`src/verilog/csm_pkg.sv`:
```
// Constants and types of the shadowed converter register map.
// Assumes 8-bit registers behind a 3-wire serial port with 16-bit instructions.
package csm_pkg;

    // Register addresses
    localparam logic [7:0] CSM_ADDR_PORT_CFG = 8'h00;
    localparam logic [7:0] CSM_ADDR_IDENTITY = 8'h01;
    localparam logic [7:0] CSM_ADDR_GRADE = 8'h02;
    localparam logic [7:0] CSM_ADDR_COMMIT = 8'hff;
    localparam logic [7:0] CSM_ADDR_FUNC_FIRST = 8'h08;
    localparam logic [7:0] CSM_ADDR_CLOCK = 8'h09;
    localparam logic [7:0] CSM_ADDR_OUT_FMT = 8'h14;
    localparam logic [7:0] CSM_ADDR_SHADOW_LAST = 8'h20;
    localparam logic [7:0] CSM_ADDR_FUNC_LAST = 8'h25;
    localparam int CSM_FUNC_COUNT = 30;
    localparam int CSM_REG_BITS = 8;

    // Reset values
    localparam logic [7:0] CSM_RST_PORT_CFG = 8'h18;
    localparam logic [7:0] CSM_RST_OUT_FMT = 8'h01;
    localparam logic [7:0] CSM_RST_CLOCK = 8'h01;
    localparam logic [7:0] CSM_RST_FUNC = 8'h00;
    localparam logic [7:0] CSM_RST_DATA = 8'h00;

    // Field positions
    localparam int CSM_CFG_LSB_HI = 6;
    localparam int CSM_CFG_LSB_LO = 1;
    localparam int CSM_CFG_SRST_HI = 5;
    localparam int CSM_CFG_SRST_LO = 2;
    localparam int CSM_CFG_ONE_HI = 4;
    localparam int CSM_CFG_ONE_LO = 3;
    localparam int CSM_COMMIT_BIT = 0;

    // Instruction layout
    localparam int CSM_INSTR_BITS = 16;
    localparam int CSM_INSTR_RW = 15;
    localparam int CSM_INSTR_LEN_HI = 14;
    localparam int CSM_INSTR_LEN_LO = 13;
    localparam int CSM_ADDR_BITS = 13;
    localparam logic [1:0] CSM_LEN_STREAM = 2'b11;

    // Pins sampled into core_clk: {sclk, csb, sdio}; idle levels at reset
    localparam int CSM_PIN_COUNT = 3;
    localparam logic [2:0] CSM_PIN_IDLE = 3'h2;
    localparam int CSM_PIN_SCLK = 2;
    localparam int CSM_PIN_CSB = 1;
    localparam int CSM_PIN_SDIO = 0;

    typedef enum logic [1:0] {CSM_PH_IDLE, CSM_PH_INSTR, CSM_PH_DATA, CSM_PH_DONE} csm_phase_type;

    function automatic logic [7:0] csm_func_reset(input int idx);
        logic [7:0] addr;
        addr = CSM_ADDR_FUNC_FIRST + idx[7:0];
        if (addr == CSM_ADDR_OUT_FMT) begin
            return CSM_RST_OUT_FMT;
        end
        if (addr == CSM_ADDR_CLOCK) begin
            return CSM_RST_CLOCK;
        end
        return CSM_RST_FUNC;
    endfunction

endpackage

```
`src/verilog/csm_register_map.sv`:
```
// Serial-port register map of a converter with shadowed function registers.
// Assumes sclk, csb and sdio are asynchronous pins much slower than core_clk.
`timescale 1ns/1ps
`default_nettype none
module csm_register_map #(
    parameter logic [7:0] IDENTITY_CODE = 8'h5a, // Arbitrary value
    parameter logic [7:0] GRADE_CODE = 8'h00
) (
    // Clock and reset
    input wire logic core_clk,
    input wire logic resetn,
    // Serial port pins
    input wire logic sclk,
    input wire logic csb,
    input wire logic sdio_in,
    output logic sdio_out,
    output logic sdio_oe,
    // Port configuration state
    output logic lsb_first,
    output logic soft_reset,
    // Active function registers, entry 0 at address 0x08
    output logic [csm_pkg::CSM_FUNC_COUNT*csm_pkg::CSM_REG_BITS-1:0] func_active
);
    import csm_pkg::*;

    logic [CSM_PIN_COUNT-1:0] pin_raw;
    logic [CSM_PIN_COUNT-1:0] pin_s1_q;
    logic [CSM_PIN_COUNT-1:0] pin_s2_q;
    logic [CSM_PIN_COUNT-1:0] pin_s3_q;
    logic [CSM_PIN_COUNT-1:0] pin_f_q;
    logic [CSM_PIN_COUNT-1:0] pin_prev_q;
    logic sclk_rise;
    logic sclk_fall;
    logic in_frame;

    csm_phase_type phase_q;
    logic [4:0] bit_cnt_q;
    logic [CSM_INSTR_BITS-1:0] instr_sh_q;
    logic [7:0] data_sh_q;
    logic [CSM_INSTR_BITS-1:0] instr_word;
    logic [7:0] data_byte;
    logic is_read_q;
    logic stream_q;
    logic [1:0] bytes_left_q;
    logic [CSM_ADDR_BITS-1:0] addr_q;
    logic [CSM_ADDR_BITS-1:0] addr_next;
    logic [CSM_ADDR_BITS-1:0] addr_step;

    logic wr_en;
    logic [7:0] wr_addr;
    logic rd_en;
    logic [CSM_ADDR_BITS-1:0] rd_addr;
    logic rd_pend_q;
    logic [CSM_ADDR_BITS-1:0] rd_addr_q;
    logic [7:0] bank_rd_data;
    logic [7:0] local_rd;
    logic [7:0] tx_q;

    logic commit_q;
    logic lsb_first_q;
    logic soft_reset_q;
    logic sdio_out_q;
    logic sdio_oe_q;
    logic first_q;

    assign pin_raw = {sclk, csb, sdio_in};

    // Three synchroniser flops per pin; a level is accepted once the last two agree
    for (genvar p = 0; p < CSM_PIN_COUNT; p++) begin : g_pin
        always_ff @(posedge core_clk or negedge resetn) begin
            if (!resetn) begin
                pin_s1_q[p] <= CSM_PIN_IDLE[p];
                pin_s2_q[p] <= CSM_PIN_IDLE[p];
                pin_s3_q[p] <= CSM_PIN_IDLE[p];
                pin_f_q[p] <= CSM_PIN_IDLE[p];
                pin_prev_q[p] <= CSM_PIN_IDLE[p];
            end else begin
                pin_s1_q[p] <= pin_raw[p];
                pin_s2_q[p] <= pin_s1_q[p];
                pin_s3_q[p] <= pin_s2_q[p];
                if (pin_s2_q[p] == pin_s3_q[p]) begin
                    pin_f_q[p] <= pin_s3_q[p];
                end
                pin_prev_q[p] <= pin_f_q[p];
            end
        end
    end

    assign in_frame = !pin_f_q[CSM_PIN_CSB];
    assign sclk_rise = in_frame && pin_f_q[CSM_PIN_SCLK] && !pin_prev_q[CSM_PIN_SCLK];
    assign sclk_fall = in_frame && !pin_f_q[CSM_PIN_SCLK] && pin_prev_q[CSM_PIN_SCLK];

    // Shift order follows the port configuration; LSB-first fills from the top
    always_comb begin
        if (lsb_first_q) begin
            instr_word = {pin_f_q[CSM_PIN_SDIO], instr_sh_q[CSM_INSTR_BITS-1:1]};
            data_byte = {pin_f_q[CSM_PIN_SDIO], data_sh_q[7:1]};
            addr_step = addr_q + 13'h0001;
        end else begin
            instr_word = {instr_sh_q[CSM_INSTR_BITS-2:0], pin_f_q[CSM_PIN_SDIO]};
            data_byte = {data_sh_q[6:0], pin_f_q[CSM_PIN_SDIO]};
            addr_step = addr_q - 13'h0001;
        end
    end

    assign addr_next = instr_word[CSM_ADDR_BITS-1:0];
    assign wr_en = sclk_rise && phase_q == CSM_PH_DATA && bit_cnt_q == 5'h07 && !is_read_q
        && addr_q[CSM_ADDR_BITS-1:8] == 5'h00;
    assign wr_addr = addr_q[7:0];
    // Next byte is fetched as the previous one completes, ready for the next falling edge
    // A process, not an assign, so that state read inside the function wakes it
    always_comb begin
        rd_en = sclk_rise && is_read_q_next();
    end
    assign rd_addr = (phase_q == CSM_PH_INSTR) ? addr_next : addr_step;

    function automatic logic is_read_q_next();
        if (phase_q == CSM_PH_INSTR) begin
            return bit_cnt_q == 5'h0f && instr_word[CSM_INSTR_RW];
        end
        return phase_q == CSM_PH_DATA && bit_cnt_q == 5'h07 && is_read_q && (stream_q || bytes_left_q != 2'h0);
    endfunction

    // Frame sequencer
    always_ff @(posedge core_clk or negedge resetn) begin
        if (!resetn) begin
            phase_q <= CSM_PH_IDLE;
            bit_cnt_q <= 5'h00;
            instr_sh_q <= 16'h0000;
            data_sh_q <= 8'h00;
            is_read_q <= 1'b0;
            stream_q <= 1'b0;
            bytes_left_q <= 2'h0;
            addr_q <= 13'h0000;
        end else if (!in_frame) begin
            phase_q <= CSM_PH_IDLE;
            bit_cnt_q <= 5'h00;
        end else if (phase_q == CSM_PH_IDLE) begin
            phase_q <= CSM_PH_INSTR;
        end else if (sclk_rise) begin
            unique case (phase_q)
                CSM_PH_INSTR: begin
                    instr_sh_q <= instr_word;
                    if (bit_cnt_q == 5'h0f) begin
                        phase_q <= CSM_PH_DATA;
                        bit_cnt_q <= 5'h00;
                        is_read_q <= instr_word[CSM_INSTR_RW];
                        stream_q <= instr_word[CSM_INSTR_LEN_HI:CSM_INSTR_LEN_LO] == CSM_LEN_STREAM;
                        bytes_left_q <= instr_word[CSM_INSTR_LEN_HI:CSM_INSTR_LEN_LO];
                        addr_q <= addr_next;
                    end else begin
                        bit_cnt_q <= bit_cnt_q + 5'h01;
                    end
                end
                CSM_PH_DATA: begin
                    data_sh_q <= data_byte;
                    if (bit_cnt_q == 5'h07) begin
                        bit_cnt_q <= 5'h00;
                        addr_q <= addr_step;
                        if (!stream_q) begin
                            if (bytes_left_q == 2'h0) begin
                                phase_q <= CSM_PH_DONE;
                            end else begin
                                bytes_left_q <= bytes_left_q - 2'h1;
                            end
                        end
                    end else begin
                        bit_cnt_q <= bit_cnt_q + 5'h01;
                    end
                end
                CSM_PH_DONE: begin
                    bit_cnt_q <= 5'h00;
                end
                CSM_PH_IDLE: begin
                    bit_cnt_q <= 5'h00;
                end
            endcase
        end
    end

    // Commit pulse lasts one cycle, so the bit clears by itself
    always_ff @(posedge core_clk or negedge resetn) begin
        if (!resetn) begin
            commit_q <= 1'b0;
        end else begin
            commit_q <= wr_en && wr_addr == CSM_ADDR_COMMIT && data_byte[CSM_COMMIT_BIT];
        end
    end

    // Either mirrored copy of a field sets it, so both shift orders work
    always_ff @(posedge core_clk or negedge resetn) begin
        if (!resetn) begin
            lsb_first_q <= CSM_RST_PORT_CFG[CSM_CFG_LSB_HI];
            soft_reset_q <= CSM_RST_PORT_CFG[CSM_CFG_SRST_HI];
        end else if (wr_en && wr_addr == CSM_ADDR_PORT_CFG) begin
            lsb_first_q <= data_byte[CSM_CFG_LSB_HI] | data_byte[CSM_CFG_LSB_LO];
            soft_reset_q <= data_byte[CSM_CFG_SRST_HI] | data_byte[CSM_CFG_SRST_LO];
        end
    end

    // Local registers; identity and grade have no storage, so writes to them vanish
    always_comb begin
        local_rd = CSM_RST_DATA;
        if (rd_addr_q[CSM_ADDR_BITS-1:8] != 5'h00) begin
            local_rd = CSM_RST_DATA;
        end else if (rd_addr_q[7:0] == CSM_ADDR_PORT_CFG) begin
            local_rd = CSM_RST_PORT_CFG;
            local_rd[CSM_CFG_LSB_HI] = lsb_first_q;
            local_rd[CSM_CFG_LSB_LO] = lsb_first_q;
            local_rd[CSM_CFG_SRST_HI] = soft_reset_q;
            local_rd[CSM_CFG_SRST_LO] = soft_reset_q;
        end else if (rd_addr_q[7:0] == CSM_ADDR_IDENTITY) begin
            local_rd = IDENTITY_CODE;
        end else if (rd_addr_q[7:0] == CSM_ADDR_GRADE) begin
            local_rd = GRADE_CODE;
        end else if (rd_addr_q[7:0] == CSM_ADDR_COMMIT) begin
            local_rd[CSM_COMMIT_BIT] = commit_q;
        end else if (rd_addr_q[7:0] >= CSM_ADDR_FUNC_FIRST && rd_addr_q[7:0] <= CSM_ADDR_FUNC_LAST) begin
            local_rd = bank_rd_data;
        end
    end

    always_ff @(posedge core_clk or negedge resetn) begin
        if (!resetn) begin
            rd_pend_q <= 1'b0;
            rd_addr_q <= 13'h0000;
            tx_q <= CSM_RST_DATA;
        end else begin
            rd_pend_q <= rd_en;
            if (rd_en) begin
                rd_addr_q <= rd_addr;
            end
            if (rd_pend_q) begin
                tx_q <= local_rd;
            end else if (sclk_fall && phase_q == CSM_PH_DATA && is_read_q) begin
                tx_q <= lsb_first_q ? {1'b0, tx_q[7:1]} : {tx_q[6:0], 1'b0};
            end
        end
    end

    // Read data changes on falling sclk so the host samples it on the rising edge
    always_ff @(posedge core_clk or negedge resetn) begin
        if (!resetn) begin
            sdio_out_q <= 1'b0;
            sdio_oe_q <= 1'b0;
        end else if (!in_frame) begin
            sdio_oe_q <= 1'b0;
        end else if (sclk_fall && phase_q == CSM_PH_DATA && is_read_q) begin
            sdio_out_q <= lsb_first_q ? tx_q[0] : tx_q[7];
            sdio_oe_q <= 1'b1;
        end
    end

    always_ff @(posedge core_clk or negedge resetn) begin
        if (!resetn) begin
            first_q <= 1'b1;
        end else begin
            first_q <= 1'b0;
        end
    end

    csm_reg_bank u_bank (
        .core_clk(core_clk),
        .resetn(resetn),
        .wr_en(wr_en && !(wr_addr < CSM_ADDR_FUNC_FIRST)),
        .wr_addr(wr_addr),
        .wr_data(data_byte),
        .rd_en(rd_en),
        .rd_addr(rd_addr[7:0]),
        .rd_data(bank_rd_data),
        .commit(commit_q),
        .active_flat(func_active)
    );

    assign sdio_out = sdio_out_q;
    assign sdio_oe = sdio_oe_q;
    assign lsb_first = lsb_first_q;
    assign soft_reset = soft_reset_q;

    a_commit_autoclr: assert property (@(posedge core_clk) disable iff (!resetn)
        commit_q |=> !commit_q)
        else $error("commit bit did not clear");
    a_commit_cause: assert property (@(posedge core_clk) disable iff (!resetn)
        commit_q |-> $past(wr_en && wr_addr == CSM_ADDR_COMMIT && data_byte[CSM_COMMIT_BIT]))
        else $error("commit without write of one to commit address");
    a_cfg_mirror: assert property (@(posedge core_clk) disable iff (!resetn)
        rd_pend_q && rd_addr_q == 13'h0000 |=> tx_q[CSM_CFG_ONE_HI:CSM_CFG_ONE_LO] == 2'b11
            && tx_q[CSM_CFG_LSB_HI] == tx_q[CSM_CFG_LSB_LO] && tx_q[CSM_CFG_SRST_HI] == tx_q[CSM_CFG_SRST_LO]
            && tx_q[7] == 1'b0 && tx_q[0] == 1'b0)
        else $error("port configuration readback not mirrored");
    a_id_readback: assert property (@(posedge core_clk) disable iff (!resetn)
        rd_pend_q && rd_addr_q == 13'h0001 |=> tx_q == IDENTITY_CODE)
        else $error("identity readback wrong");
    a_unmapped_zero: assert property (@(posedge core_clk) disable iff (!resetn)
        rd_pend_q && (rd_addr_q > 13'h0025 && rd_addr_q != 13'h00ff || rd_addr_q inside {[13'h0003:13'h0007]})
            |=> tx_q == 8'h00)
        else $error("unmapped address read nonzero");
    a_fmt_default: assert property (@(posedge core_clk) disable iff (!resetn)
        first_q |-> func_active[(CSM_ADDR_OUT_FMT-CSM_ADDR_FUNC_FIRST)*CSM_REG_BITS +: CSM_REG_BITS] == 8'h01)
        else $error("output format default wrong");
    a_cfg_default: assert property (@(posedge core_clk) disable iff (!resetn)
        first_q |-> !lsb_first_q && !soft_reset_q)
        else $error("port configuration default wrong");
    a_msb_order: assert property (@(posedge core_clk) disable iff (!resetn)
        sclk_fall && phase_q == CSM_PH_DATA && is_read_q && !lsb_first_q && !rd_pend_q
            |=> sdio_out_q == $past(tx_q[7]) && sdio_oe_q)
        else $error("read bit not sent most significant first");

endmodule
`default_nettype wire

```
`src/verilog/csm_reg_bank.sv`:
```
// Shadow and active copies of the converter function registers.
// Assumes one write and one read request per cycle from the serial front end.
`timescale 1ns/1ps
`default_nettype none
module csm_reg_bank (
    // Clock and reset
    input wire logic core_clk,
    input wire logic resetn,
    // Write port
    input wire logic wr_en,
    input wire logic [7:0] wr_addr,
    input wire logic [7:0] wr_data,
    // Read port, data one cycle later
    input wire logic rd_en,
    input wire logic [7:0] rd_addr,
    output logic [7:0] rd_data,
    // Commit of all shadowed entries
    input wire logic commit,
    output logic [csm_pkg::CSM_FUNC_COUNT*csm_pkg::CSM_REG_BITS-1:0] active_flat
);
    import csm_pkg::*;

    logic [7:0] shadow_q [CSM_FUNC_COUNT];
    logic [7:0] active_q [CSM_FUNC_COUNT];
    logic [7:0] rd_data_q;
    logic [7:0] rd_idx;

    assign rd_idx = rd_addr - CSM_ADDR_FUNC_FIRST;
    assign rd_data = rd_data_q;

    for (genvar i = 0; i < CSM_FUNC_COUNT; i++) begin : g_entry
        localparam logic [7:0] ADDR = CSM_ADDR_FUNC_FIRST + 8'(i);
        localparam bit SHADOWED = ADDR <= CSM_ADDR_SHADOW_LAST;
        localparam logic [7:0] RST = csm_func_reset(i);
        logic hit;
        assign hit = wr_en && (wr_addr == ADDR);

        always_ff @(posedge core_clk or negedge resetn) begin
            if (!resetn) begin
                shadow_q[i] <= RST;
            end else if (hit) begin
                shadow_q[i] <= wr_data;
            end
        end

        // Shadowed entries move only on commit, all in the same edge
        always_ff @(posedge core_clk or negedge resetn) begin
            if (!resetn) begin
                active_q[i] <= RST;
            end else if (SHADOWED) begin
                if (commit) begin
                    active_q[i] <= shadow_q[i];
                end
            end else if (hit) begin
                active_q[i] <= wr_data;
            end
        end

        assign active_flat[i*CSM_REG_BITS +: CSM_REG_BITS] = active_q[i];

        if (SHADOWED) begin : g_check
            a_shadow_hold: assert property (@(posedge core_clk) disable iff (!resetn)
                !commit |=> $stable(active_q[i]))
                else $error("shadowed register changed without commit");
            a_commit_copy: assert property (@(posedge core_clk) disable iff (!resetn)
                commit |=> active_q[i] == $past(shadow_q[i]))
                else $error("commit did not copy shadow value");
        end
    end

    // Reads return the shadow copy so software sees what it last wrote
    always_ff @(posedge core_clk or negedge resetn) begin
        if (!resetn) begin
            rd_data_q <= CSM_RST_DATA;
        end else if (rd_en) begin
            if (rd_addr >= CSM_ADDR_FUNC_FIRST && rd_addr <= CSM_ADDR_FUNC_LAST) begin
                rd_data_q <= shadow_q[rd_idx[4:0]];
            end else begin
                rd_data_q <= CSM_RST_DATA;
            end
        end
    end

endmodule
`default_nettype wire

```
`config.mk`:
```
export PLATFORM = sky130hd
export DESIGN_NAME = csm_register_map
export DESIGN_NICKNAME = d
export VERILOG_FILES = /design/src/verilog/csm_pkg.sv /design/src/verilog/csm_register_map.sv /design/src/verilog/csm_reg_bank.sv
export SDC_FILE = /design/constraint.sdc
export NUM_CORES = 1
export LEC_CHECK = 0
export ABC_AREA = 1
export ABC_CLOCK_PERIOD_IN_PS = 3700
export BUFFER_PORTS_ARGS = -buffer_cell sky130_fd_sc_hd__buf_2
export CORE_ASPECT_RATIO = 1.25
export CORE_MARGIN = 2
export CORE_UTILIZATION = 45
export DETAILED_ROUTE_END_ITERATION = 16
export GPL_TIMING_DRIVEN = 0
export PLACE_DENSITY_LB_ADDON = 0.25
export REMOVE_ABC_BUFFERS = 1
export SETUP_SLACK_MARGIN = 0.1
export SLEW_MARGIN = 10
export SYNTH_ARGS = -nofsm -noshare
export SYNTH_HDL_FRONTEND = slang
export SYNTH_SLANG_ARGS = --single-unit
```
`constraint.sdc`:
```
create_clock -name core_clk -period 3.7 [get_ports core_clk]
set_input_delay 0.555 -clock core_clk [delete_from_list [all_inputs] [get_ports core_clk]]
set_output_delay 0.555 -clock core_clk [all_outputs]
set_load 0.02 [all_outputs]
```
==> qor_table.md, run 1 <==
| Item | Value | Unit |
| --- | --- | --- |
| Wire length of the first global-routing pass | 112000 | microns |
| Total power density per cell area | 520 | nW/um^2 |
| Synthesized area | 24500 | sq um |
| Post-synth EDFFs | 0 | - |
| Count of synthesis-stage warnings from yosys | 0 | - |
| P_sw | 4.64 | mW |
| Max Fanout on Critical Path | 31 | - |
| Kind of end point of the critical path | flop | - |
| Final Skew | 0.0326 | ns |
| Clock insertion delay at the later pin of the skew report | 0.59 | ns |
| Area overhead of the layout relative to synthesis | 14.8 | % |
| Area of the die | 56400 | sq um |
| Core region area | 53800 | sq um |
| Logic depth of the worst setup path including buffers | 10 | - |
| DR iter-0 viols | 1642 | - |
| Worst hold margin | -0.0156 | ns |
| Biggest cell delay along the critical path | 0.63 | ns |
| IO Pins | 249 | - |
| Relative slew slack | 33.4 | % |
| Data arrival, critical path | 3.91 | ns |
| Startpoint type of the worst setup path | flop | - |
| Number of buffers created by CTS | 53 | - |
| Final RePlAce weighted congestion | 0.894 | - |
| Lkg Pwr | 14.1 | nW |
| Die width | 213 | microns |
| Worst setup path class | reg -> reg | - |
| Final hold violations | 5 | - |
| Remaining Overflow, GRT | 0 | - |
| Worst EP required | 4.22 | ns |
| Total clock sinks | 536 | - |
| Share of final-layout standard cells stronger than drive strength 1 | 19.3 | % |
| CTS tree | done | - |
| Final std cell area, no fill | 28200 | sq um |
| Transition time at the pin with the least slew margin | 0.997 | ns |
| Startpoint of the worst register-to-register path | phase_q[1]$_DFFE_PN0P_ | - |
| Routed met1 length | 29300 | microns |
| Metal2 WL | 34500 | microns |
| Proportion of netlist area held by the largest area contributor | 53.8 | % |
| Ordered list of cells on the worst path | nand2_4, inv_1, nand4_1, o21ai_1, nand2_1, clkinv_1, nand3_1, nor2_4, nand3_1, nand2_1 | - |
| Crit-path slowest cell | inv_1 | - |
| Per-instance average area after synthesis | 8.87 | sq um |
| Root buf cell | clkbuf_16 | - |
| Total Nets Final | 2923 | - |
| CTS H-tree lvls | 2 | - |
| Cell Rows | 95 | - |
| Run status | complete, but fails checks | - |
| Violated checks | hold timing | - |
| CP bufs+invs | 2 | - |
| Largest delay share family, worst path | simple AND/OR/NAND/NOR gates | - |
| Fraction of power spent switching nets | 31.7 | % |
| Peak VDD IR | 0.417 | mV |
| Final critical-path share of the clock period | 91.6 | % |
| Total via count after detailed routing | 19.6k | - |
| Max-slew violation count | 0 | - |
| Number of endpoints failing setup at the final stage | 0 | - |
| Highest metal used | met4 | - |
| GRT Util Overall | 25.4 | % |
| Flop pwr share | 41.0 | % |
| Pin count of the biggest net entering global routing | 117 | - |
| Buffers on Ports | 248 | - |
| Remaining number of nets flagged by the antenna check after routing | 0 | - |
| Die span in y | 265 | microns |
| #FFs+latches synth | 536 | - |
| Combinational power share | 20.5 | % |
| Diode insertion count for antenna repair | 0 | - |
| Mean routed wirelength per cell | 19.3 | microns |
| Antenna violations before repair | 0 | - |
| Initial core utilization | 45.6 | % |
| Wire length on met3 | 3860 | microns |
| Seq/Total Area, Yosys | 54.7 | % |
| Via count of the first global-routing pass | 19.6k | - |
| First drt pass iteration count | 5 | - |
| Ratio of routed vias to standard cells | 5.35 | - |
| Share of synthesized flip-flops with an asynchronous set or reset | 100 | % |
| Number of distinct standard cells referenced by the synthesized netlist | 52 | - |
| Cell area reported after detailed placement | 26300 | sq um |
| Flip-flop cell with the highest count after synthesis | dfrtp_1 | - |
| Clock-pin slew of the registers on the worst-case setup and hold paths | 0.07 | ns |
| Maximum buffer depth of the clock tree | 3 | - |
| Portion of total power attributed to the clock network | 38.6 | % |
| HP Class | in -> async | - |
| Startpoint of the worst setup timing path | phase_q[1]$_DFFE_PN0P_ | - |
| Cells after Synth | 2769 | - |
| Ranking of synthesized cells by area | dfrtp_1, nand2_1, mux2_2 | - |
| Final routed DRC violation total | 0 | - |
| Post-detailed-routing wire length | 70900 | microns |
| Hpwl dp | 47500 | microns |
| Max-Cap Viols | 0 | - |
| Fillers | 4912 | - |
| Largest area contributor in the synthesized netlist | dfrtp_1 | - |
| Path depth of the worst reg2reg path | 10 | - |
| Setup repair after global routing missed its margin | no | - |
| Final min period | 3.39 | ns |
| Max Clock Freq | 295 | MHz |
| Cell internal pwr | 10.0 | mW |
power by group through the flow:
stage	registers (mW)	clock network [mW]	logic [mW]
2_1_floorplan	6.09	0	1.62
3_3_place_gp	6.10	0	2.81
3_5_place_dp	6.11	0	2.91
4_1_cts	6.00	5.75	2.96
5_1_grt	6.01	5.99	3.25
6_report	6.00	5.65	3.00
cell usage in the layout (no fill, tap or decap), drive strengths merged, types with 6 or more instances in the layout:
cell type / count
mux2: 112
clkbuf: 72
buf: 271
nand4: 15
a221oi: 6
nor2: 184
inv: 171
dfstp: 8
nor3: 9
o21ai: 326
nand2: 811
dfrtp: 528
nand3: 214
mux2i: 7
ha: 15
clkinv: 16
or2: 8
a21oi: 124
bufinv: 6
routing by layer:
metal / GRT usage (%) / vias up
met1: 32.9 / 9564
met4: 11.0 / 0
met5: 0 / -
li1: - / 9283
met2: 42.7 / 639
met3: 3.34 / 143
state kept, by name, summed over array words and instances (netlist names), 2 cells and up:
register	count
u_bank.active_flat	224
u_bank.shadow_q	216
instr_sh_q	16
addr_q	13
rd_addr_q	13
data_sh_q	8
tx_q	8
u_bank.rd_data	8
bit_cnt_q	5
pin_f_q	3
pin_s1_q	3
pin_s2_q	3
pin_s3_q	3
bytes_left_q	2
phase_q	2
path summary, 6_finish.rpt:
kind	endpoint	slack (ns)
min reg2reg	pin_s2_q[0]$_DFF_PN0_	0.35
min in group core_clk	pin_s1_q[1]$_DFF_PN1_	0.08
max reg2reg	u_bank.rd_data[2]$_DFFE_PN0P_	0.31
min	u_bank.active_flat[35]$_DFFE_PN0P_	-0.02
max in group asynchronous	lsb_first$_DFFE_PN0P_	2.12
max	u_bank.rd_data[2]$_DFFE_PN0P_	0.31
logic make-up after synthesis:
group / after synthesis / share of synthesized area, %
simple gates: 1249 / 21.4
compound gates: 474 / 10.3
buf+inv: 367 / 7.04
mux: 119 / 5.42
fa+ha+maj: 19 / 0.968
xor+xnor: 5 / 0.178
flops: 536 / 54.7
cell type report:
type,instances,area (sq um),share of cell area [%]
Multi-Input combinational cell,1868,9570,34.0
Timing Repair Buffer,271,1790,6.33
Clock inverter,23,282,0.999
Tap cell,727,910,3.23
Inverter,172,666,2.36
Clock buffer,72,1540,5.46
Sequential cell,536,13400,47.6
stage by stage:
stage,std cells,util (%),setup TNS [ns],setup WS [ns],power (mW)
finish,3669,52.3,0,0.312,14.6
global route,3669,52.3,0,0.114,15.2
global placement,3549,47.6,-5998.78,-8.79,8.91
CTS,3667,52.3,0,0.208,14.7
detailed placement,3569,48.8,-6.42,-0.859,9.02
floorplan,2574,-,-447.88,-2.28,7.71
worst reg2reg max path, cell delays in order (launching register included):
cell and delay (ns):
dfrtp_1 0.61, nand2_4 0.24, inv_1 0.64, nand4_1 0.17, o21ai_1 0.11, nand2_1 0.60, clkinv_1 0.34, nand3_1 0.22
nor2_4 0.26, nand3_1 0.11, nand2_1 0.07
synth_stat cells (2+ instances only):
library cell	n
nor2_1	176
nor2_2	4
ha_1	15
a21boi_0	2
or2_2	6
o21ai_1	58
nor2_4	3
a221oi_1	6
mux2_2	112
a31oi_1	3
nor4_1	4
buf_1	8
mux2i_1	7
buf_6	17
nor3_1	7
nand4_1	14
xor2_1	3
buf_2	36
maj3_1	3
nor3_2	2
buf_4	47
nand2_1	791
inv_2	8
nand3_1	213
inv_1	162
dfrtp_1	528
clkbuf_1	87
o21ai_0	241
nand2_4	13
nand2_2	5
o211ai_1	2
a211oi_1	2
a21oi_1	124
o22ai_1	5
dfstp_2	8
xnor2_1	2
o21ai_2	27
nand3b_1	4
repair_timing:
item	4_1_cts	5_1_grt
cloned	1	1
hold endpoints to repair	0	0
pin swaps	2	1
resized for setup	8	0
buffers inserted	2	1
endpoints found under the setup margin	10	5
hold buffers	0	0
(Power assumes the default switching activity.)
==> run 2: changes to the inputs <==
- CORE_MARGIN: 2 -> 1
==> qor_table.md, run 2 (synthesis results as in run 1) <==
| Item | Value | Unit | Change |
| --- | --- | --- | --- |
| Run status | completed | - |  |
| Kind of end point of the critical path | flop | - |  |
| Routing usage on met3 | 3.11 | % | -0.23 points |
| Biggest cell delay along the critical path | 0.65 | ns | +0.02 ns |
| Crit-path slowest cell | dfrtp_4 | - |  |
| Number of buffers created by CTS | 53 | - | unchanged |
| Final std cell area, no fill | 28300 | sq um | +0.34% |
| Relative slew slack | 45.1 | % | +12 points |
| Endpoint, Worst Hold | pin_s1_q[1]$_DFF_PN1_ | - |  |
| Final routed DRC violation total | 0 | - | unchanged |
| Total via count after detailed routing | 19.8k | - | +0.66% |
| Ordered list of cells on the worst path | inv_6, fa_1, inv_1, nand2_1, nand2_4, buf_16, inv_12, nand3_1, nand3_1, nand3_1, nand2_1, nor2_1, nand2_1, nand2_1 | - |  |
| Die span in y | 263 | microns | -0.75% |
| Finished Layout Cells | 3674 | - | +0.14% |
| Max Clock Freq | 290 | MHz | -1.8% |
| Ratio of routed vias to standard cells | 5.38 | - | +0.52% |
| Via count of the first global-routing pass | 19.2k | - | -1.7% |
| Cell internal pwr | 10.1 | mW | +0.89% |
| Remaining number of nets flagged by the antenna check after routing | 0 | - | unchanged |
| Portion of total power attributed to the clock network | 38.8 | % | +0.2 points |
| Cell Rows | 95 | - | unchanged |
| Worst path most repeated cell | nand2_1 | - |  |
| Transition time at the pin with the least slew margin | 0.807 | ns | -0.190 ns |
| Total clock sinks | 536 | - | unchanged |
| Final critical-path share of the clock period | 93.2 | % | +1.6 points |
| IO Pins | 249 | - | unchanged |
| Cells after DPL | 3571 | - | +0.056% |
| Minimum setup slack among reg-to-reg paths | 0.25 | ns | -0.06 ns |
| Setup repair after global routing missed its margin | no | - |  |
| CTS H-tree lvls | 2 | - | unchanged |
| Busiest metal layer after global routing | met2 | - |  |
| Max Fanout on Critical Path | 57 | - | +84% |
| Post-Place Worst Slack | -0.804 | ns | +0.0543 ns |
| Clock-pin slew of the registers on the worst-case setup and hold paths | 0.06 | ns | about the same |
| Post-route setup TNS | 0 | ns | unchanged |
| Hold-critical path depth | 1 | - |  |
| P_sw | 4.66 | mW | +0.40% |
| Total Nets Final | 2924 | - | +0.034% |
| Worst EP required | 4.19 | ns | -0.03 ns |
| Total power density per cell area | 522 | nW/um^2 | +0.40% |
| Worst setup path class | reg -> reg | - |  |
| Mean routed wirelength per cell | 19.4 | microns | +0.25% |
| Worst Hold Launch | csb | - |  |
| Final min period | 3.45 | ns | +0.0610 ns |
| HP Class | in -> reg | - |  |
| Startpoint type of the worst setup path | flop | - |  |
| Reg2reg end | u_bank.rd_data[3]$_DFFE_PN0P_ | - |  |
| Pin count of the biggest net entering global routing | 108 | - | -7.7% |
| Flop pwr share | 40.7 | % | -0.3 points |
| Post-detailed-routing wire length | 71200 | microns | +0.39% |
| Slack of the critical path | 0.251 | ns | -0.0610 ns |
| Clock insertion delay at the later pin of the skew report | 0.60 | ns | about the same |
| Most common library cell in the layout ignoring fill and taps | nand2_1 | - |  |
| Final hold violations | 0 | - | -5 |
| Root buf cell | clkbuf_16 | - |  |
| DR iter-0 viols | 1476 | - | -10% |
| Buffers on Ports | 248 | - | unchanged |
| Cell area reported after detailed placement | 26300 | sq um | +0.14% |
| Final Skew | 0.0323 | ns | -0.000258 ns |
| Largest register FFs | 224 | - | unchanged |
| Number of endpoints failing setup at the final stage | 0 | - | unchanged |
| Startpoint of the worst register-to-register path | lsb_first$_DFFE_PN0P_ | - |  |
| Initial core utilization | 45.6 | % | unchanged |
| Wire length of the first global-routing pass | 111000 | microns | -0.17% |
| Leading cell types in the layout, fill and taps excluded | nand2_1, dfrtp_1, buf_2 | - |  |
| Peak VDD IR | 0.390 | mV | -6.4% |
| First drt pass iteration count | 5 | - | unchanged |
| Area of the die | 55500 | sq um | -1.7% |
| Area overhead of the layout relative to synthesis | 15.2 | % |  |
| Data arrival, critical path | 3.94 | ns | +0.03 ns |
| Lkg Pwr | 14.2 | nW | +0.27% |
| Share of final-layout standard cells stronger than drive strength 1 | 19.5 | % | +0.14 points |
| Max-slew violation count | 0 | - | unchanged |
| GRT Util Overall | 25.9 | % | +0.48 points |
| Antenna violations before repair | 0 | - | unchanged |
| Final RePlAce weighted congestion | 0.944 | - | +5.6% |
| Max-Cap Viols | 0 | - | unchanged |
| Core utilization of the finished layout | 52.5 | % | +0.18 points |
| Fillers | 5020 | - | +2.2% |
| Path depth of the worst reg2reg path | 14 | - | +4 |
| Met2 Track Usage GR | 44.0 | % | +1.2 points |
| Core region area | 53800 | sq um | unchanged |
| Hpwl dp | 48400 | microns | +1.9% |
| Routing usage on met1 | 33.5 | % | +0.61 points |
| Maximum buffer depth of the clock tree | 3 | - | unchanged |
| Fraction of power spent switching nets | 31.6 | % | -0.10 points |
| Combinational power share | 20.5 | % | about the same |
| Remaining Overflow, GRT | 0 | - | unchanged |
| Diode insertion count for antenna repair | 0 | - | unchanged |
| Die width | 211 | microns | -0.94% |
| CTS tree | done | - |  |
## run 2: cell types whose count changed in the layout (fill, tap and decap cells not counted), sizes merged
cell,before,now
clkbuf,72,79
clkinv,16,14
buf,271,272
bufinv,6,5
dlygate4sd3,0,1
nand2,811,810
## run 2: worst max path at each step
| stage | depth (start not counted) | from | slack (ns) | end |
|---|---|---|---|---|
| after floorplan | 1 | commit_q$_DFF_PN0_ | -2.28 | u_bank.active_flat[8]$_DFFE_PN1P_ |
| after global placement | 1 | resetn | -8.84 | u_bank.active_flat[39]$_DFFE_PN0P_ |
| after detailed placement | 14 | lsb_first$_DFFE_PN0P_ | -0.80 | u_bank.rd_data[7]$_DFFE_PN0P_ |
| after CTS | 14 | lsb_first$_DFFE_PN0P_ | 0.17 | u_bank.rd_data[7]$_DFFE_PN0P_ |
| after global routing | 14 | lsb_first$_DFFE_PN0P_ | 0.14 | u_bank.rd_data[2]$_DFFE_PN0P_ |
| final | 14 | lsb_first$_DFFE_PN0P_ | 0.25 | u_bank.rd_data[3]$_DFFE_PN0P_ |
## run 2: stage by stage
| step | power, mW | hold slack, ns |
|---|---|---|
| floorplan | 7.71 | 0.259 |
| global placement | 8.93 | 0.339 |
| detailed placement | 9.07 | 0.341 |
| CTS | 14.8 | 0.0472 |
| global route | 15.4 | 0.0487 |
| finish | 14.8 | 0.0740 |
## run 2: area by class of cell
type                       count  area (sq um)  share of cell area, %
sequential                   536         13400                   47.5
tap                          727           910                   3.22
clock inverter                20           246                  0.872
timing repair buffer         273          1830                   6.46
clock buffer                  79          1630                   5.75
multi-input combinational   1867          9570                   33.8
inverter                     172           672                   2.38
## run 2: power groups by stage
| stage | sequential (mW) | clock [mW] | combinational (mW) |
|---|---|---|---|
| after global routing | 6.01 | 6.06 | 3.29 |
| after CTS | 6.00 | 5.83 | 3.00 |
| final | 6.00 | 5.73 | 3.03 |
| after floorplan | 6.09 | 0 | 1.62 |
| after global placement | 6.10 | 0 | 2.83 |
| after detailed placement | 6.11 | 0 | 2.96 |
## run 2: metal layers
metal	routed length (microns)	part of all wire [%]	vias to the layer above
met1	29400	41	9700
met2	35200	49	659
met5	0	0	-
met3	3640	5.1	135
met4	2940	4.1	0
li1	-	-	9264
## run 2: critical path: cells and delay by family (launching register included)
| family | cells | cell delay, ns |
|---|---|---|
| buf+inv | 4 | 0.84 |
| simple gates | 9 | 1.16 |
| fa+ha+maj | 1 | 0.56 |
| flops | 1 | 0.65 |
## run 2: what timing repair did
item	4_1_cts	5_1_grt
pin swaps	2	0
cloned	1	0
buffers inserted	2	0
endpoints found under the hold margin	42	0
endpoints found under the setup margin	18	8
gates resized for setup	6	9
hold buffers	1	0
==> run 3: changes to the inputs <==
- CTS_BUF_LIST: default -> sky130_fd_sc_hd__clkbuf_4
==> qor_table.md, run 3 (synthesis results as in run 1) <==
| Item | Value | Unit | Change |
| --- | --- | --- | --- |
| Max-Cap Viols | 0 | - | unchanged |
| Die width | 211 | microns | unchanged |
| Via count of the first global-routing pass | 19.9k | - | +3.7% |
| IO Pins | 249 | - | unchanged |
| Peak VDD IR | 0.390 | mV | about the same |
| Highest metal used | met4 | - |  |
| Ratio of routed vias to standard cells | 5.30 | - | -1.5% |
| Share of final-layout standard cells stronger than drive strength 1 | 22.1 | % | +2.7 points |
| P_sw | 4.78 | mW | +2.5% |
| Final hold violations | 0 | - | unchanged |
| Kind of end point of the critical path | flop | - |  |
| Remaining number of nets flagged by the antenna check after routing | 0 | - | unchanged |
| Core utilization of the finished layout | 52.4 | % | -0.084 points |
| Mean routed wirelength per cell | 18.8 | microns | -2.9% |
| DR iter-0 viols | 1584 | - | +7.3% |
| Relative slew slack | 43.9 | % | -1.1 points |
| Final critical-path share of the clock period | 94.0 | % | +0.81 points |
| Multi-input gate area in the final layout | 9570 | sq um | unchanged |
| Worst EP required | 4.47 | ns | +0.28 ns |
| Data arrival, critical path | 4.25 | ns | +0.31 ns |
| Setup repair after global routing missed its margin | no | - |  |
| Hpwl dp | 48400 | microns | unchanged |
| Area overhead of the layout relative to synthesis | 15.0 | % |  |
| Clock-pin slew of the registers on the worst-case setup and hold paths | 0.07 | ns | about the same |
| Worst setup path class | reg -> reg | - |  |
| Fraction of power spent switching nets | 33.4 | % | +1.8 points |
| Minimum setup slack among reg-to-reg paths | 0.22 | ns | -0.03 ns |
| Final Skew | 0.0560 | ns | +0.0237 ns |
| Wire length on met3 | 3770 | microns | +3.5% |
| Fillers | 5112 | - | +1.8% |
| Max Fanout on Critical Path | 57 | - | unchanged |
| CTS H-tree lvls | 4 | - | +2 |
| Core region area | 53800 | sq um | unchanged |
| CTS tree | done | - |  |
| Portion of total power attributed to the clock network | 36.9 | % | -1.9 points |
| Pin count of the biggest net entering global routing | 108 | - | unchanged |
| Post-route setup TNS | 0 | ns | unchanged |
| Maximum buffer depth of the clock tree | 3 | - | unchanged |
| Biggest cell delay along the critical path | 0.65 | ns | about the same |
| Leading cell types in the layout, fill and taps excluded | nand2_1, dfrtp_1, buf_2 | - |  |
| Initial core utilization | 45.6 | % | unchanged |
| Post-detailed-routing wire length | 71800 | microns | +0.88% |
| Number of endpoints failing setup at the final stage | 0 | - | unchanged |
| Final routed DRC violation total | 0 | - | unchanged |
| Most common library cell in the layout ignoring fill and taps | nand2_1 | - |  |
| Final RePlAce weighted congestion | 0.944 | - | unchanged |
| Cell Rows | 95 | - | unchanged |
| Total power density per cell area | 507 | nW/um^2 | -2.8% |
| Run status | completed | - |  |
| Cell internal pwr | 9.54 | mW | -5.5% |
| Lkg Pwr | 14.3 | nW | +0.88% |
| Register cell area after layout | 13400 | sq um | unchanged |
| Total clock sinks | 536 | - | unchanged |
| Largest register FFs | 224 | - | unchanged |
| Remaining Overflow, GRT | 0 | - | unchanged |
| Combinational power share | 21.2 | % | +0.7 points |
| Die span in y | 263 | microns | unchanged |
| Crit-path slowest cell | dfrtp_4 | - |  |
| Largest delay share family, worst path | simple AND/OR/NAND/NOR gates | - |  |
| Final min period | 3.48 | ns | +0.0299 ns |
| Antenna violations before repair | 2 | - | +2 |
| Number of buffers created by CTS | 138 | - | +160% |
| Root buf cell | clkbuf_4 | - |  |
| Transition time at the pin with the least slew margin | 0.823 | ns | +0.0164 ns |
| Max-slew violation count | 0 | - | unchanged |
| Buffers on Ports | 248 | - | unchanged |
| Area of the die | 55500 | sq um | unchanged |
| Total Nets Final | 3012 | - | +3.0% |
| Worst path most repeated cell | nand2_1 | - |  |
| First drt pass iteration count | 5 | - | unchanged |
| Wire length of the first global-routing pass | 112000 | microns | +0.97% |
| Clock insertion delay at the later pin of the skew report | 0.90 | ns | +0.30 ns |
| Metal2 WL | 35300 | microns | +0.20% |
| Routed met1 length | 29500 | microns | +0.38% |
| Flop pwr share | 41.9 | % | +1.2 points |
| Startpoint type of the worst setup path | flop | - |  |
| Max Clock Freq | 287 | MHz | -0.86% |
| Total via count after detailed routing | 20.2k | - | +2.3% |
| Ordered list of cells on the worst path | inv_6, fa_1, inv_1, nand2_1, nand2_4, buf_16, inv_12, nand3_1, nand3_1, nand3_1, nand2_1, nor2_1, nand2_1, nand2_1 | - |  |
| Worst hold margin | 0.282 | ns | +0.208 ns |
| CP bufs+invs | 4 | - | unchanged |
| GRT Util Overall | 26.3 | % | +0.43 points |
| HP Class | in -> async | - |  |
[run 3: cell types whose count changed in the layout (fill, tap and decap cells not counted), sizes merged]
cell	change
clkinv	+27
dlygate4sd3	+3
clkbuf	+108
inv	+2
diode	+2
bufinv	+2
[run 3: power groups by stage]
stage	clock [mW]	sequential (mW)	combinational (mW)
6_report	5.28	6.00	3.03
5_1_grt	5.72	6.01	3.29
2_1_floorplan	0	6.09	1.62
3_5_place_dp	0	6.11	2.96
4_1_cts	5.41	6.00	3.01
3_3_place_gp	0	6.10	2.83
[run 3: layer usage]
| metal | vias up | GRT usage, % |
|---|---|---|
| met5 | - | 0 |
| met4 | 0 | 13.4 |
| met3 | 155 | 4.66 |
| met2 | 688 | 43.5 |
| met1 | 9849 | 33.1 |
| li1 | 9530 | - |
[run 3: path summary, 6_finish.rpt]
check                                      startpoint                          endpoint  cells past startpoint
worst max-delay path            lsb_first$_DFFE_PN0P_     u_bank.rd_data[7]$_DFFE_PN0P_                     14
worst min-delay path                           resetn  u_bank.shadow_q[131]$_DFFE_PN0P_                      2
worst max register to register  lsb_first$_DFFE_PN0P_     u_bank.rd_data[7]$_DFFE_PN0P_                     14
worst min register to register  pin_s1_q[0]$_DFF_PN0_             pin_s2_q[0]$_DFF_PN0_                      0
max in group asynchronous                      resetn  u_bank.shadow_q[193]$_DFFE_PN0P_                      4
min in group core_clk                             csb             pin_s1_q[1]$_DFF_PN1_                      2
[run 3: timing repair]
| item | CTS | global route |
|---|---|---|
| resized for setup | 6 | 9 |
| gates cloned | 1 | 0 |
| pin swaps | 2 | 1 |
| setup buffers | 2 | 0 |
| endpoints found under the setup margin | 16 | 8 |
| hold buffers | 4 | 0 |
| endpoints found under the hold margin | 82 | 0 |
[run 3: cell type report]
class / instances / area share [%]
well taps: 727 / 3.22
clock buffers: 187 / 4.97
diodes: 2 / 0.0177
repair buffers: 276 / 6.58
flip-flops and latches: 536 / 47.6
inverters: 172 / 2.38
clock inverters: 51 / 1.37
multi-input cells: 1867 / 33.9
[run 3: worst reg2reg max path, delay by kind of cell, from the launching register on]
kind                     cells  cell delay [ns]
AND/OR/NAND/NOR              9             1.22
adder cells (fa/ha/maj)      1             0.56
flip-flops                   1             0.65
buffers and inverters        4             0.94
[run 3: metrics by stage]
stage	instance area [sq um]	instances	power [mW]	setup WS, ns
after floorplan	23500	2574	7.71	-2.28
after global placement	25600	3549	8.93	-8.84
after detailed placement	26300	3571	9.07	-0.804
after CTS	28200	3816	14.4	0.153
after global routing	28200	3818	15.0	0.113
final	28200	3818	14.3	0.221
